===== config.mk =====
export PLATFORM = sky130hd
export DESIGN_NAME = bslu_top
export DESIGN_NICKNAME = d
export VERILOG_FILES = /design/src/hdl/bslu_pkg.sv /design/src/hdl/bslu_word_op.sv /design/src/hdl/bslu_top.sv
export SDC_FILE = /design/constraint.sdc
export NUM_CORES = 1
export LEC_CHECK = 0
export ABC_AREA = 0
export ABC_CLOCK_PERIOD_IN_PS = 5300
export CORE_ASPECT_RATIO = 1.1
export CORE_UTILIZATION = 50
export DETAILED_ROUTE_END_ITERATION = 12
export DONT_BUFFER_PORTS = 1
export PLACE_DENSITY = 0.66
export SLEW_MARGIN = 20
export SYNTH_ARGS = -nofsm -noshare
export SYNTH_HDL_FRONTEND = slang
export SYNTH_SLANG_ARGS = --single-unit

===== constraint.sdc =====
create_clock -name clk_sys -period 5.3 [get_ports clk_sys]
set_input_delay 0 -clock clk_sys [delete_from_list [all_inputs] [get_ports clk_sys]]
set_output_delay 0 -clock clk_sys [all_outputs]
set_load 0.01 [all_outputs]

===== src/hdl/bslu_pkg.sv =====
/*
  bslu_pkg: shared constants and types for the bitwise string logic unit.
  Assumes a word-addressed data memory of sixteen-bit words and a
  program sequencer that starts one operation per scan.
*/
package bslu_pkg;

    // data word and string geometry
    localparam int BSLU_WORD_W     = 16;
    localparam int BSLU_MAX_WORDS  = 256;
    localparam int BSLU_ADDR_W_DEF = 16;

    // logic functions selectable per operation
    typedef enum logic [1:0] {
        BSLU_OP_AND = 2'h0,
        BSLU_OP_OR  = 2'h1,
        BSLU_OP_XOR = 2'h2,
        BSLU_OP_NOT = 2'h3
    } bslu_op_t;

    // sequencing states, one-hot
    typedef enum logic [6:0] {
        BSLU_S_IDLE = 7'h01,
        BSLU_S_ISA  = 7'h02,
        BSLU_S_ISB  = 7'h04,
        BSLU_S_GETA = 7'h08,
        BSLU_S_GETB = 7'h10,
        BSLU_S_WR   = 7'h20,
        BSLU_S_FIN  = 7'h40
    } bslu_state_t;

    // reset values of the status outputs
    localparam logic BSLU_OK_RST   = 1'b0;
    localparam logic BSLU_DONE_RST = 1'b0;
    localparam logic BSLU_BUSY_RST = 1'b0;

endpackage


===== src/hdl/bslu_word_op.sv =====
/*
  bslu_word_op: combinational bitwise function over one data word.
  Assumes operands are already registered by the caller; result is
  registered by the caller before it reaches the memory.
*/
`timescale 1ns/1ps
module bslu_word_op
    import bslu_pkg::*;
#(
    parameter int W = BSLU_WORD_W
) (
    // function select
    input  wire bslu_op_t  op,
    // paired operand words
    input  wire logic [W-1:0] a,
    input  wire logic [W-1:0] b,
    // result word
    output wire logic [W-1:0] y
);

    // elaboration check on the word width
    if (W < 1) begin : g_bad_w
        $error("bslu_word_op: W must be at least 1");
    end

    // each result bit pairs same-position operand bits, lsb upward
    for (genvar i = 0; i < W; i++) begin : g_bit
        wire logic and_b = a[i] & b[i];                 // [RL3] [RL5]
        wire logic or_b  = a[i] | b[i];                 // [RL4]
        wire logic xor_b = a[i] ^ b[i];                 // [RL6]
        wire logic not_b = ~a[i];                       // [RL8]
        assign y[i] = (op == BSLU_OP_AND) ? and_b :
                      (op == BSLU_OP_OR)  ? or_b  :
                      (op == BSLU_OP_XOR) ? xor_b : not_b;  // [RL1]
    end

endmodule // bslu_word_op


===== src/hdl/bslu_top.sv =====
/*
  bslu_top: bitwise string logic unit (AND, OR, XOR, NOT) over strings of
  up to MAX_WORDS sixteen-bit words, walked word by word through memory.
  Assumes one clock, a single-port synchronous word memory that samples
  mem_rd/mem_wr at a clock edge and presents read data for the next edge,
  and a sequencer on the same clock that pulses start once per scan.
*/
// What this block does
// (RL1) pair each first-operand bit with same-position second-operand bit, lsb first
// (RL2) strings span a chosen length up to 256 words, all processed
// (RL3) and: result 1 only when both paired bits are 1
// (RL4) or: result 1 when either paired bit is 1
// (RL5) and stays correct when the two operand strings overlap in memory
// (RL6) xor: result 1 when exactly one paired bit is 1
// (RL7) xor into the second operand toggles bits each enabled scan
// (RL8) not rewrites every result bit as complement of operand bit
// (RL9) ok asserted whenever enable is asserted, never withheld by errors
// (RL10) each operand is an immediate word or a memory string start
// (RL11) configuring party must not target the plain system status area
// (RL12) multi-word string is one bit sequence, word 0 bit 0 is lsb
// (RL13) configuring party should avoid overlapping input and output ranges
// (RL14) disabled scan leaves the result untouched and ok low
// (RL15) whole result string is written before done is given
`timescale 1ns/1ps
module bslu_top
    import bslu_pkg::*;
#(
    parameter int ADDR_W    = BSLU_ADDR_W_DEF,
    parameter int MAX_WORDS = BSLU_MAX_WORDS
) (
    // clock and reset
    input  wire logic              clk_sys,
    input  wire logic              rstn,
    // scan control from the sequencer
    input  wire logic              start,
    input  wire logic              enable,
    input  wire bslu_op_t          op,
    input  wire logic [$clog2(MAX_WORDS)-1:0] len_m1,
    // first operand string
    input  wire logic              first_operand_string_is_mem,
    input  wire logic [ADDR_W-1:0] first_operand_string_base,
    input  wire logic [BSLU_WORD_W-1:0] first_operand_string_imm,
    // second operand string
    input  wire logic              second_operand_string_is_mem,
    input  wire logic [ADDR_W-1:0] second_operand_string_base,
    input  wire logic [BSLU_WORD_W-1:0] second_operand_string_imm,
    // result string
    input  wire logic [ADDR_W-1:0] result_string_base,
    // status back to the sequencer
    output logic                   ok,
    output logic                   done,
    output logic                   busy,
    // data memory port
    output logic                   mem_rd,
    output logic                   mem_wr,
    output logic [ADDR_W-1:0]      mem_addr,
    output logic [BSLU_WORD_W-1:0] mem_wdata,
    input  wire logic [BSLU_WORD_W-1:0] mem_rdata
);

    localparam int LEN_W = $clog2(MAX_WORDS);
    localparam int W     = BSLU_WORD_W;

    // elaboration checks on geometry
    if (MAX_WORDS < 2 || (1 << LEN_W) != MAX_WORDS) begin : g_bad_len
        $error("bslu_top: MAX_WORDS must be a power of two, at least 2");
    end
    if (ADDR_W < LEN_W) begin : g_bad_addr
        $error("bslu_top: ADDR_W too small to span a full string");
    end

    // sequencing state
    bslu_state_t       state_q;
    bslu_state_t       state_d;

    // operation captured at start
    bslu_op_t          op_q;
    logic [LEN_W-1:0]  len_q;
    logic [LEN_W-1:0]  cnt_q;
    logic              a_mem_q;
    logic              b_mem_q;
    logic [ADDR_W-1:0] a_base_q;
    logic [ADDR_W-1:0] b_base_q;
    logic [ADDR_W-1:0] q_base_q;
    logic [W-1:0]      a_imm_q;
    logic [W-1:0]      b_imm_q;

    // current word pair
    logic [W-1:0]      a_word_q;
    logic [W-1:0]      b_word_q;
    wire  logic [W-1:0] res_word;

    // output registers
    logic              ok_q;
    logic              done_q;
    logic              busy_q;
    logic              mem_rd_q;
    logic              mem_wr_q;
    logic [ADDR_W-1:0] mem_addr_q;
    logic [W-1:0]      mem_wdata_q;

    // next values of the output registers
    logic              ok_d;
    logic              done_d;
    logic              busy_d;
    logic              mem_rd_d;
    logic              mem_wr_d;
    logic [ADDR_W-1:0] mem_addr_d;
    logic [W-1:0]      mem_wdata_d;

    // state decode
    wire logic st_idle = (state_q == BSLU_S_IDLE);
    wire logic st_isa  = (state_q == BSLU_S_ISA);
    wire logic st_isb  = (state_q == BSLU_S_ISB);
    wire logic st_geta = (state_q == BSLU_S_GETA);
    wire logic st_getb = (state_q == BSLU_S_GETB);
    wire logic st_wr   = (state_q == BSLU_S_WR);
    wire logic st_fin  = (state_q == BSLU_S_FIN);

    // start acceptance; a start while busy is ignored
    // a refused start raises nothing: no done answers it, so the
    // sequencer waits for done before it asks again
    wire logic take_start = st_idle & start;
    wire logic take_run   = take_start & enable;
    wire logic take_skip  = take_start & ~enable;              // [RL14]

    // invert uses only the first operand
    wire logic use_b     = (op_q != BSLU_OP_NOT);
    wire logic last_word = (cnt_q == len_q);                   // [RL2]

    // read requests only for operands that live in memory
    wire logic rd_a = st_isa & a_mem_q;                        // [RL10]
    wire logic rd_b = st_isb & b_mem_q & use_b;                // [RL10]

    // word addresses: string word k sits at base + k, word 0 holds the lsb
    wire logic [ADDR_W-1:0] cnt_ext = ADDR_W'(cnt_q);
    wire logic [ADDR_W-1:0] addr_a  = a_base_q + cnt_ext;      // [RL12]
    wire logic [ADDR_W-1:0] addr_b  = b_base_q + cnt_ext;      // [RL12]
    wire logic [ADDR_W-1:0] addr_q  = q_base_q + cnt_ext;      // [RL12]

    // operand words: memory data or the immediate reused for every word
    wire logic [W-1:0] a_next = a_mem_q ? mem_rdata : a_imm_q; // [RL10]
    wire logic [W-1:0] b_next = b_mem_q ? mem_rdata : b_imm_q; // [RL10]

    // memory port next values; reads of a word precede its write
    assign mem_rd_d    = rd_a | rd_b;
    assign mem_wr_d    = st_wr;                                // [RL7] [RL8]
    assign mem_addr_d  = rd_a  ? addr_a :
                         rd_b  ? addr_b :
                         st_wr ? addr_q : mem_addr_q;
    assign mem_wdata_d = st_wr ? res_word : mem_wdata_q;

    // status next values
    assign done_d = st_fin | take_skip;                        // [RL15]
    assign busy_d = take_run | (busy_q & ~st_fin);
    assign ok_d   = take_start ? 1'b0 :
                    st_fin     ? 1'b1 : ok_q;                  // [RL9] [RL14]

    // word function
    bslu_word_op #(
        .W  (W)
    ) u_word_op (
        .op (op_q),
        .a  (a_word_q),
        .b  (b_word_q),
        .y  (res_word)
    );

    // state sequencing, one word per pass through isa..wr
    // both operand words are read before their result is written, so a result
    // aimed at the second operand still sees the old word (xor toggling), and
    // overlapping operand strings only ever read words that are not yet rewritten
    always_comb begin
        state_d = state_q;
        case (state_q)
            BSLU_S_IDLE: begin
                if (take_run) begin
                    state_d = BSLU_S_ISA;
                end
            end
            BSLU_S_ISA:  state_d = BSLU_S_ISB;
            BSLU_S_ISB:  state_d = BSLU_S_GETA;
            BSLU_S_GETA: state_d = BSLU_S_GETB;
            BSLU_S_GETB: state_d = BSLU_S_WR;
            BSLU_S_WR: begin
                if (last_word) begin
                    state_d = BSLU_S_FIN;                      // [RL2] [RL15]
                end else begin
                    state_d = BSLU_S_ISA;
                end
            end
            BSLU_S_FIN:  state_d = BSLU_S_IDLE;
            default:     state_d = BSLU_S_IDLE;
        endcase
    end

    // state register
    always_ff @(posedge clk_sys) begin
        if (!rstn) begin
            state_q <= BSLU_S_IDLE;
        end else begin
            state_q <= state_d;
        end
    end

    // capture of the operation at an enabled start
    // the sequencer may change its inputs once start is taken, so every
    // operand selection is frozen here for the whole string
    always_ff @(posedge clk_sys) begin
        if (!rstn) begin
            op_q     <= BSLU_OP_AND;
            len_q    <= '0;
            a_mem_q  <= 1'b0;
            b_mem_q  <= 1'b0;
            a_base_q <= '0;
            b_base_q <= '0;
            q_base_q <= '0;
            a_imm_q  <= '0;
            b_imm_q  <= '0;
        end else if (take_run) begin
            op_q     <= op;
            len_q    <= len_m1;                                // [RL2]
            a_mem_q  <= first_operand_string_is_mem;
            b_mem_q  <= second_operand_string_is_mem;
            a_base_q <= first_operand_string_base;
            b_base_q <= second_operand_string_base;
            q_base_q <= result_string_base;
            a_imm_q  <= first_operand_string_imm;
            b_imm_q  <= second_operand_string_imm;
        end
    end

    // word counter walks the string from the lowest word upward
    // the counter stops at the last word, so no write lands past the string
    always_ff @(posedge clk_sys) begin
        if (!rstn) begin
            cnt_q <= '0;
        end else if (take_run) begin
            cnt_q <= '0;                                       // [RL12]
        end else if (st_wr && !last_word) begin
            cnt_q <= cnt_q + LEN_W'(1);                        // [RL2]
        end
    end

    // operand words are latched from memory one cycle after each read
    // an immediate operand skips its read slot; the immediate word is reused
    // for every word of the string
    always_ff @(posedge clk_sys) begin
        if (!rstn) begin
            a_word_q <= '0;
            b_word_q <= '0;
        end else begin
            if (st_geta) begin
                a_word_q <= a_next;                            // [RL5]
            end
            if (st_getb) begin
                b_word_q <= use_b ? b_next : '0;               // [RL5]
            end
        end
    end

    // memory port registers
    // address and data hold between strobes; the memory looks at them
    // only while mem_rd or mem_wr is high
    always_ff @(posedge clk_sys) begin
        if (!rstn) begin
            mem_rd_q    <= 1'b0;
            mem_wr_q    <= 1'b0;
            mem_addr_q  <= '0;
            mem_wdata_q <= '0;
        end else begin
            mem_rd_q    <= mem_rd_d;
            mem_wr_q    <= mem_wr_d;
            mem_addr_q  <= mem_addr_d;
            mem_wdata_q <= mem_wdata_d;
        end
    end

    // status registers
    // ok is a level: it drops at every taken start and rises with done only
    // for an enabled operation, so a disabled scan reads back ok low
    always_ff @(posedge clk_sys) begin
        if (!rstn) begin
            ok_q   <= BSLU_OK_RST;
            done_q <= BSLU_DONE_RST;
            busy_q <= BSLU_BUSY_RST;
        end else begin
            ok_q   <= ok_d;
            done_q <= done_d;
            busy_q <= busy_d;
        end
    end

    // outputs straight from flops
    // no logic sits behind any output, so the sequencer sees clean levels
    assign ok        = ok_q;
    assign done      = done_q;
    assign busy      = busy_q;
    assign mem_rd    = mem_rd_q;
    assign mem_wr    = mem_wr_q;
    assign mem_addr  = mem_addr_q;
    assign mem_wdata = mem_wdata_q;

endmodule // bslu_top


==> results of run 1 <==
state kept, by name (all words and copies together), names as in the netlist, 7 cells and up:
| signal | flops |
|---|---|
| a_word_q | 16 |
| q_base_q | 16 |
| mem_wdata | 16 |
| state_q | 7 |
| b_word_q | 16 |
| b_base_q | 16 |
| len_q | 8 |
| a_imm_q | 16 |
| cnt_q | 8 |
| b_imm_q | 16 |
| mem_addr | 16 |
| a_base_q | 16 |
worst max-delay path: stages (launching register included):
cell and delay [ns]:
dfxtp_1 0.44, and3b_1 0.34, nand4_2 0.58, mux2i_1 0.32, o21ai_0 0.11, ha_1 0.24, fa_1 0.41, a21oi_1 0.20
o21ai_0 0.14, a21boi_0 0.45, nor4_4 0.09, and3_1 0.18, a311o_1 0.26
power by group through the flow:
stage	sequential [mW]	combinational [mW]	clock [mW]
2_1_floorplan	1.40	0.132	0
3_3_place_gp	1.41	0.164	0
3_5_place_dp	1.41	0.165	0
4_1_cts	1.38	0.238	1.27
5_1_grt	1.38	0.265	1.33
6_report	1.38	0.242	1.25
path summary, 6_finish.rpt:
path                                              start                         to  slack (ns)  cells past startpoint
worst max register to register  state_q[2]$_SDFFE_PN0P_  mem_addr[14]$_SDFFE_PN0P_        1.40                     12
worst max-delay path            state_q[2]$_SDFFE_PN0P_  mem_addr[14]$_SDFFE_PN0P_        1.40                     12
worst min-delay path                              start    a_imm_q[3]$_SDFFE_PN0P_        0.15                      4
worst min register to register  b_imm_q[5]$_SDFFE_PN0P_    b_imm_q[5]$_SDFFE_PN0P_        0.46                      2
per-stage QoR:
step	total power, mW	utilization
final	2.88	0.625
after global routing	2.98	0.625
after CTS	2.89	0.625
after detailed placement	1.58	0.518
after global placement	1.57	0.518
after floorplan	1.53	-
layout by cell type, fill, tap and decap left out, types with 11 or more instances in the layout:
cell type | Yosys | routed
nand2_1 | 214 | 214
dfxtp_1 | 176 | 176
a21oi_1 | 126 | 126
dlygate4sd3_1 | 0 | 118
nor2_1 | 75 | 75
mux2i_1 | 58 | 58
inv_1 | 55 | 55
ha_1 | 41 | 41
nor3_1 | 21 | 21
a211oi_1 | 20 | 20
clkbuf_16 | 0 | 17
o21ai_0 | 16 | 16
mux4_2 | 16 | 16
xnor2_1 | 11 | 11
per-layer routing:
metal  global-route usage  part of all wire  up-vias
li1                     -                 -     3559
met1                0.293              0.41     3369
met3               0.0482             0.037       42
met5                    0                 0        -
met2                0.468              0.52      200
met4                0.119             0.027        0
layout make-up:
class,instances,area [µm²],area share
multi-input cells,700,4490,0.436
repair buffers,126,1240,0.120
clock inverters,9,106,0.0103
inverters,56,213,0.0206
flip-flops and latches,176,3520,0.342
clock buffers,22,474,0.0460
well taps,204,255,0.0248
cell families after synthesis:
family | count (synthesis) | synth area share
AO/OA/AOI/OAI | 195 | 0.138
XOR/XNOR | 20 | 0.0206
adder cells (fa/ha/maj) | 42 | 0.0626
buffers and inverters | 127 | 0.0606
flip-flops | 176 | 0.414
multiplexers | 75 | 0.112
AND/OR/NAND/NOR | 368 | 0.193
timing repair:
action | in CTS | in global routing
buffers inserted | 0 | 0
hold endpoints to repair | 156 | 0
gates resized for setup | 0 | 0
hold buffers | 118 | 0
setup endpoints to repair | 0 | 0
==> flow_summary_export.csv, run 1 <==
group,metric,value,unit
run_status,status,"completed",
synth,yosysMostFrequentCell,"nand2_1",
sta,fmax,0.256,GHz
synth,synth_fp_nets,1157,
synth,ys_seq_area_frac,0.414,
synth,syn_inst,1003,
drt,drt_iter0_markers,529,
power,leakage,4.06,nW
place,port_buffers,0,
floorplan,die_area,17500,µm²
synth,netlist_area,8510,µm²
layout,n_antenna_cell,0,
layout,fillers,1381,
floorplan,initial_core_util,0.516,
clocking,clkTransAtPathRegs,0.06,ns
layout,final_area,10300,µm²
critical_path,cp_max_fo,20,
drt,via_per_inst,5.55,
critical_path,arrival,4.22,ns
sta,rsz0062_at_grt,"no",
place,gp_congestion,0.878,
job,max-cap-violations,0,
power,pwr_density_cell,279,nW/µm²
drt,drt_wl_total,22300,µm
floorplan,io_pins,149,
place,pre_cts_ws,1.41,ns
synth,async_flop_share,0,
synth,ys_types,63,
critical_path,cp-end-kind,"register",
sta,fin_ws,1.40,ns
floorplan,rows,49,
floorplan,die-width,126,µm
sta,setup_viol_count_final,0,
grt,track_usage,0.259,
critical_path,critPathRequiredTime,5.62,ns
grt,grt_overflow,0,
sta,drv_slew,0,
min_path,hold_path_class,"in2reg",
synth,synth_largest_area_cell,"dfxtp_1",
grt,grt_pass1_vias,7021,
synth,avgSynthCellArea,8.48,µm²
layout,drive_gt1_frac,0.0689,
clocking,cts_tree,"done",
clocking,cts_buffers,17,
clocking,insertion_delay,0.44,ns
drt,ant_nets,0,
sta,post-route-period-util,0.736,
sta,hold_viol_final,0,
synth,synth-edff-count,0,
clocking,cts_root_buf,"clkbuf_16",
drt,wl_per_cell,17.2,µm
place,place_area,8540,µm²
clocking,cts_num_sinks,176,
grt,antenna_found_initial,0,
synth,synth_area_leaders,"dfxtp_1 (41%), nand2_1 (9.4%), a21oi_1 (7.4%), mux2i_1 (6.8%), ha_1 (6.0%)",
power,power_frac_comb,0.084,
drt,drt_first_pass_iters,5,
synth,ys_seq_elements,176,
grt,grt_pass1_wl,35300,µm
layout,num-nets-final,1231,
power,clock_power_share,0.436,
synth,synth_flop_cell,"dfxtp_1",
grt,grt_max_degree,97,
synth,yosys.area.top_type_share,0.414,
power,pwr-share-seq,0.480,
critical_path,critical_path_class,"reg2reg",
critical_path,cp-start-kind,"register",
layout,syn_to_final_growth,21.1,%
sta,slew_headroom,0.313,
drt,drc,0,
sta,fin_skew,0.00789,ns
drt,route.vias.total,7170,
synth,yosysWarnings,0,
power,p_sw,0.678,mW
power,p_sw_frac,0.236,
sta,period_needed,3.90,ns
clocking,ctsHtreeMaxLevel,4,
place,dp_hpwl,14500,µm
power,ir_drop,0.000224,V
layout,layout.cells.non_filler,1293,
clocking,clk_path_buf_depth,2,
sta,hold_slack,0.145,ns
power,intPower,2.20,mW
sta,worst_pin_slew,1.03,ns
sta,tns,0,ns
place,dp_cells,1144,
synth,synth_commonest_cells,"nand2_1 (214), dfxtp_1 (176), a21oi_1 (126)",
floorplan,core_region_area,16500,µm²
floorplan,die_h,139,µm
No activity file was read; power rests on OpenSTA's default activity.
==> inputs of run 2 (changes only) <==
--- a/config.mk
+++ b/config.mk
@@ -6,7 +6,7 @@
 export NUM_CORES = 1
 export LEC_CHECK = 0
 export ABC_AREA = 0
-export ABC_CLOCK_PERIOD_IN_PS = 5300
+export ABC_CLOCK_PERIOD_IN_PS = 3700
 export CORE_ASPECT_RATIO = 1.1
 export CORE_UTILIZATION = 50
 export DETAILED_ROUTE_END_ITERATION = 12
==> constraint.sdc (replaced) <==
create_clock -name clk_sys -period 3.7 [get_ports clk_sys]
set_input_delay 0 -clock clk_sys [delete_from_list [all_inputs] [get_ports clk_sys]]
set_output_delay 0 -clock clk_sys [all_outputs]
set_load 0.01 [all_outputs]
==> run 2 against run 1 <==
- sequential share of layout area decreased by 0.73 points
- combinational power increased by 48%
- maximum frequency increased by 15%
- critical path type unchanged
- wire length is 4.0% higher
- largest power group is now clock
- critical path depth unchanged
- first-iteration DRC count shrank 2.5%
- worst setup slack worse by 1.1 ns
- highest routed layer unchanged
- cell area increased by 2.2%
- largest cell class unchanged
==> flow_summary_export.csv, run 2 (same netlist as run 1, synthesis figures left out) <==
group,metric,value,unit
min_path,min_from,"enable",
sta,fin_skew,0.0138,ns
drt,drc,0,
layout,mostFrequentLayoutCell,"nand2_1",
critical_path,critical-path-top-delay-family,"compound AO/OA/AOI/OAI gates",
clocking,ctsHtreeMaxLevel,4,
critical_path,cp.buffers_inverters,0,
critical_path,critPathSlowestCell,"dfxtp_1",
power,leakage,4.19,nW
clocking,cts_root_buf,"clkbuf_16",
sta,worst_pin_slew,1.00,ns
layout,n_antenna_cell,0,
layout,layout.cells.non_filler,1307,
critical_path,cp-end-kind,"register",
power,ir_drop,0.000341,V
clocking,insertion_delay,0.43,ns
grt,track_usage,0.270,
drt,route.vias.total,7265,
min_path,hold_path_class,"in2reg",
critical_path,arrival,3.70,ns
sta,slew_headroom,0.333,
critical_path,critical_path_class,"reg2reg",
drt,drt_first_pass_iters,5,
sta,hold_viol_final,0,
floorplan,io_pins,149,
floorplan,rows,49,
critical_path,cp_max_fo,10,
sta,drv_slew,0,
grt,grt_max_degree,106,
power,pwr_density_cell,417,nW/µm²
place,dp_cells,1148,
run_status,status,"completed",
critical_path,worstReg2RegStart,"state_q[2]$_SDFFE_PN0P_",
layout,regArea,3520,µm²
critical_path,slowest_delay,0.45,ns
sta,rsz0062_at_grt,"no",
sta,post-route-period-util,0.915,
clocking,cts_buffers,17,
critical_path,critPathRequiredTime,4.01,ns
clocking,cts_num_sinks,176,
layout,drive_gt1_frac,0.0734,
job,max-cap-violations,0,
grt,grt_pass1_wl,36800,µm
grt,grt_pass1_vias,7185,
drt,drt_wl_total,23200,µm
floorplan,die_area,17500,µm²
clocking,clk_path_buf_depth,2,
layout,final_cell_mix,"nand2_1 (214), dfxtp_1 (176), dlygate4sd3_1 (127), a21oi_1 (126), nor2_1 (74)",
grt,antenna_found_initial,0,
drt,via_per_inst,5.56,
sta,setup_viol_count_final,0,
drt,wl_per_cell,17.7,µm
place,dp_hpwl,14600,µm
floorplan,core_region_area,16500,µm²
sta,tns,0,ns
layout,fillers,1360,
drt,ant_nets,0,
floorplan,die-width,126,µm
place,gp_congestion,0.878,
clocking,clkTransAtPathRegs,0.06,ns
sta,period_needed,3.39,ns
layout,num-nets-final,1244,
floorplan,die_h,139,µm
layout,syn_to_final_growth,23.7,%
critical_path,cp_common_cell,"o21ai_0",
clocking,cts_tree,"done",
place,port_buffers,0,
clocking,post_cts_buffers,0,
drt,drt_iter0_markers,516,
grt,grt_overflow,0,
floorplan,initial_core_util,0.516,
critical_path,cp-start-kind,"register",
critical_path,startpoint,"state_q[2]$_SDFFE_PN0P_",
critical_path,crit_chain,"and3b_1 > nand4_2 > mux2i_1 > o21ai_0 > ha_1 > fa_1 > a21oi_1 > o21ai_0 > a21boi_1 > nor4_4 > and3_1 > a311o_1",
sta,fmax,0.295,GHz
layout,multiInputGateArea,4500,µm²
## run 2: cell types whose count changed in the layout (fill, tap and decap cells not counted), moves of 3 or more
| cell | change |
|---|---|
| dlygate4sd3_1 | +9 |
| bufinv_16 | +4 |
| buf_4 | +3 |
| clkbuf_8 | -3 |
| clkinvlp_4 | -3 |
## run 2: area by class of cell
type,count,area share
clock inverter,12,0.0218
multi-input combinational,700,0.427
sequential,176,0.335
inverter,56,0.0202
timing repair buffer,139,0.131
clock buffer,20,0.0415
tap,204,0.0242
## run 2: routing by layer
metal / vias up / global-route usage / routed length (µm)
met2: 197 / 0.502 / 12200
met1: 3428 / 0.303 / 9450
li1: 3587 / - / -
met3: 53 / 0.0502 / 861
met5: - / 0 / 0
met4: 0 / 0.0989 / 654
## run 2: worst paths after layout
path / to / slack (ns) / cells past startpoint
max: mem_addr[14]$_SDFFE_PN0P_ / 0.31 / 12
min: b_imm_q[0]$_SDFFE_PN0P_ / 0.06 / 3
max reg2reg: mem_addr[14]$_SDFFE_PN0P_ / 0.31 / 12
min reg2reg: a_imm_q[15]$_SDFFE_PN0P_ / 0.45 / 2
## run 2: power by group
part	internal [mW]	switching, mW	leakage, nW
registers	1.94	0.0354	1.43
clock network	1.28	0.774	0.324
logic	0.168	0.190	2.44
total	3.39	1.00	4.19
## run 2: per-stage QoR
stage / hold WS, ns / total power, mW / setup slack [ns] / cell area (µm²) / util
global route: 0.0901 / 4.54 / 0.0732 / 10500 / 0.638
CTS: 0.0487 / 4.40 / 0.223 / 10500 / 0.638
floorplan: 0.136 / 2.20 / 0.334 / 8510 / -
finish: 0.0581 / 4.39 / 0.314 / 10500 / 0.638
detailed placement: 0.143 / 2.26 / 0.265 / 8580 / 0.520
global placement: 0.140 / 2.26 / 0.345 / 8580 / 0.520
## run 2: timing repair
action,in CTS,in global routing
gates resized for setup,0,3
setup endpoints to repair,0,5
hold endpoints to repair,149,0
hold buffers,127,0
## run 2: tightest hold or removal path, stage by stage
cell and delay [ns]:
nand3_4 0.23, nand2_1 0.09, a21oi_1 0.12
==> inputs of run 3 (changes only) <==
--- a/config.mk
+++ b/config.mk
@@ -7,11 +7,13 @@
 export LEC_CHECK = 0
 export ABC_AREA = 0
 export ABC_CLOCK_PERIOD_IN_PS = 3700
+export BUFFER_PORTS_ARGS = -buffer_cell sky130_fd_sc_hd__buf_2
+export CELL_PAD_IN_SITES_DETAIL_PLACEMENT = 0
+export CELL_PAD_IN_SITES_GLOBAL_PLACEMENT = 1
 export CORE_ASPECT_RATIO = 1.1
-export CORE_UTILIZATION = 50
+export CORE_UTILIZATION = 30
 export DETAILED_ROUTE_END_ITERATION = 12
-export DONT_BUFFER_PORTS = 1
-export PLACE_DENSITY = 0.66
+export PLACE_DENSITY = 0.61
 export SLEW_MARGIN = 20
 export SYNTH_ARGS = -nofsm -noshare
 export SYNTH_HDL_FRONTEND = slang
==> run 3 against run 2 <==
- critical path depth stayed put
- sequential cell count unchanged
- wire length is 11% higher
- non-clock buffer count grew 139
- count of clock-buffer cells in the layout shrank 2
- final cell count up 23%
- worst setup slack worse by 0.014 ns
- die area rose by 66%
- utilization fell by 23 points
- critical endpoint unchanged
- largest cell class unchanged
- highest routed layer unchanged
==> flow_summary_export.csv, run 3 (same netlist as run 1, synthesis figures left out) <==
group,metric,value,unit
floorplan,io_pins,149,
layout,n_antenna_cell,0,
clocking,ctsHtreeMaxLevel,4,
sta,fmax,0.294,GHz
power,pwr_density_cell,377,nW/µm²
grt,grt_use_met1,0.232,
critical_path,worstRegToRegCells,12,
min_path,hold_path_class,"in2reg",
min_path,min_from,"enable",
sta,period_needed,3.40,ns
drt,drc,0,
place,dp_hpwl,17700,µm
critical_path,cp-start-kind,"register",
place,place_area,9590,µm²
power,total_power,4.26,mW
job,max-cap-violations,0,
critical_path,cp_max_fo,10,
layout,fillers,2891,
layout,multiInputGateArea,4490,µm²
grt,busiest_layer,"met2",
sta,slew_headroom,0.457,
critical_path,arrival,3.73,ns
layout,syn_to_final_growth,32.9,%
layout,layout.cells.non_filler,1605,
layout,num-nets-final,1383,
critical_path,critPathRequiredTime,4.03,ns
critical_path,critPathSlowestCell,"dfxtp_1",
place,gp_congestion,0.866,
critical_path,r2r_setup_slack,0.30,ns
layout,mostFrequentLayoutCell,"nand2_1",
sta,post-route-period-util,0.919,
place,dp_cells,1463,
grt,track_usage,0.179,
clocking,cts_num_sinks,176,
critical_path,critical_path_class,"reg2reg",
sta,rsz0062_at_grt,"no",
grt,met2_usage,0.301,
sta,worst_pin_slew,0.813,ns
floorplan,rows,64,
grt,gr-usage-met3,0.0235,
clocking,cts_buffers,17,
run_status,status,"completed",
place,port_buffers,148,
floorplan,die_h,179,µm
layout,final_cell_mix,"nand2_1 (214), dfxtp_1 (176), buf_2 (148), a21oi_1 (126), dlygate4sd3_1 (110)",
grt,grt_max_degree,70,
layout,regArea,3520,µm²
clocking,insertion_delay,0.44,ns
floorplan,core_region_area,27900,µm²
floorplan,die-width,163,µm
sta,hold_viol_final,0,
drt,ant_nets,0,
clocking,clkTransAtPathRegs,0.07,ns
drt,drt_first_pass_iters,5,
critical_path,slowest_delay,0.47,ns
drt,wl_per_cell,16.0,µm
power,ir_drop,0.000202,V
layout,final_area,11300,µm²
critical_path,cp-end-kind,"register",
drt,route.vias.total,7602,
layout,post-route-util,0.406,
power,leakage,4.73,nW
critical_path,r2r-end,"mem_addr[14]$_SDFFE_PN0P_",
grt,antenna_found_initial,0,
min_path,whs_endpoint,"done$_SDFF_PN0_",
sta,fin_skew,0.0145,ns
sta,setup_viol_count_final,0,
clocking,cts_tree,"done",
critical_path,worstReg2RegStart,"state_q[2]$_SDFFE_PN0P_",
drt,drt_wl_total,25700,µm
clocking,clk_path_buf_depth,2,
clocking,post_cts_buffers,0,
grt,grt_overflow,0,
sta,tns,0,ns
clocking,cts_root_buf,"clkbuf_16",
drt,via_per_inst,4.74,
floorplan,initial_core_util,0.305,
grt,grt_pass1_vias,7171,
floorplan,die_area,29000,µm²
grt,grt_pass1_wl,39600,µm
drt,drt_iter0_markers,341,
critical_path,crit_chain,"and3b_1 > nand4_2 > mux2i_1 > o21ai_0 > ha_1 > fa_1 > a21oi_1 > o21ai_0 > a21boi_0 > nor4_4 > and3_1 > a311o_1",
layout,drive_gt1_frac,0.191,
sta,drv_slew,0,
critical_path,cp_common_cell,"o21ai_0",
min_path,hold_depth,4,
==> run 3: changes by cell type in the layout (fill, tap and decap cells not counted), sizes merged <==
cell	previous run	this run
bufinv	6	2
inv	59	61
dlygate4sd3	127	110
clkinvlp	0	3
clkbuf	20	18
buf	12	168
clkinv	3	4
==> run 3: layout make-up <==
cell class,count,share of cell area
multi-input combinational,700,0.397
sequential,176,0.312
timing repair buffer,278,0.178
tap,363,0.0402
clock buffer,18,0.0380
inverter,56,0.0188
clock inverter,14,0.0155
==> run 3: what timing repair did <==
item	4_1_cts	5_1_grt
hold buffers	109	1
endpoints found under the setup margin	0	1
resized for setup	0	1
hold endpoints to repair	115	1
==> run 3: worst max path at each step <==
stage                                      endpoint  depth (start not counted)                     from  slack (ns)
after CTS                 mem_addr[15]$_SDFFE_PN0P_                         12  state_q[2]$_SDFFE_PN0P_        0.24
after floorplan           mem_addr[14]$_SDFFE_PN0P_                         16     b_mem_q$_SDFFE_PN0P_        0.33
after global placement    mem_addr[15]$_SDFFE_PN0P_                         12  state_q[2]$_SDFFE_PN0P_        0.33
after detailed placement  mem_addr[15]$_SDFFE_PN0P_                         12  state_q[2]$_SDFFE_PN0P_        0.24
final                     mem_addr[14]$_SDFFE_PN0P_                         12  state_q[2]$_SDFFE_PN0P_        0.30
after global routing      mem_addr[12]$_SDFFE_PN0P_                         12  state_q[2]$_SDFFE_PN0P_        0.06
==> run 3: worst max-delay path, delay by kind of cell (launching register included) <==
kind	cells	cell delay, ns
AO/OA/AOI/OAI	5	1.17
adder cells (fa/ha/maj)	2	0.65
flip-flops	1	0.47
multiplexers	1	0.19
AND/OR/NAND/NOR	4	0.84
==> run 3: through the flow <==
| stage | hold WS, ns | setup WS, ns |
|---|---|---|
| floorplan | 0.136 | 0.334 |
| global placement | 0.242 | 0.327 |
| detailed placement | 0.245 | 0.243 |
| CTS | 0.00411 | 0.238 |
| global route | 0.105 | 0.0586 |
| finish | 0.0501 | 0.300 |
==> run 3: metal layers <==
metal	wire length, µm	vias up
met5	0	-
met4	621	0
met3	779	35
met2	12500	166
met1	11800	3532
li1	-	3869
==> run 3: power by group <==
group          internal [mW]  switching, mW  total, mW
sequential              1.94         0.0335       1.98
clock                   1.02          0.849       1.87
combinational          0.203          0.212      0.414
total                   3.17           1.09       4.26
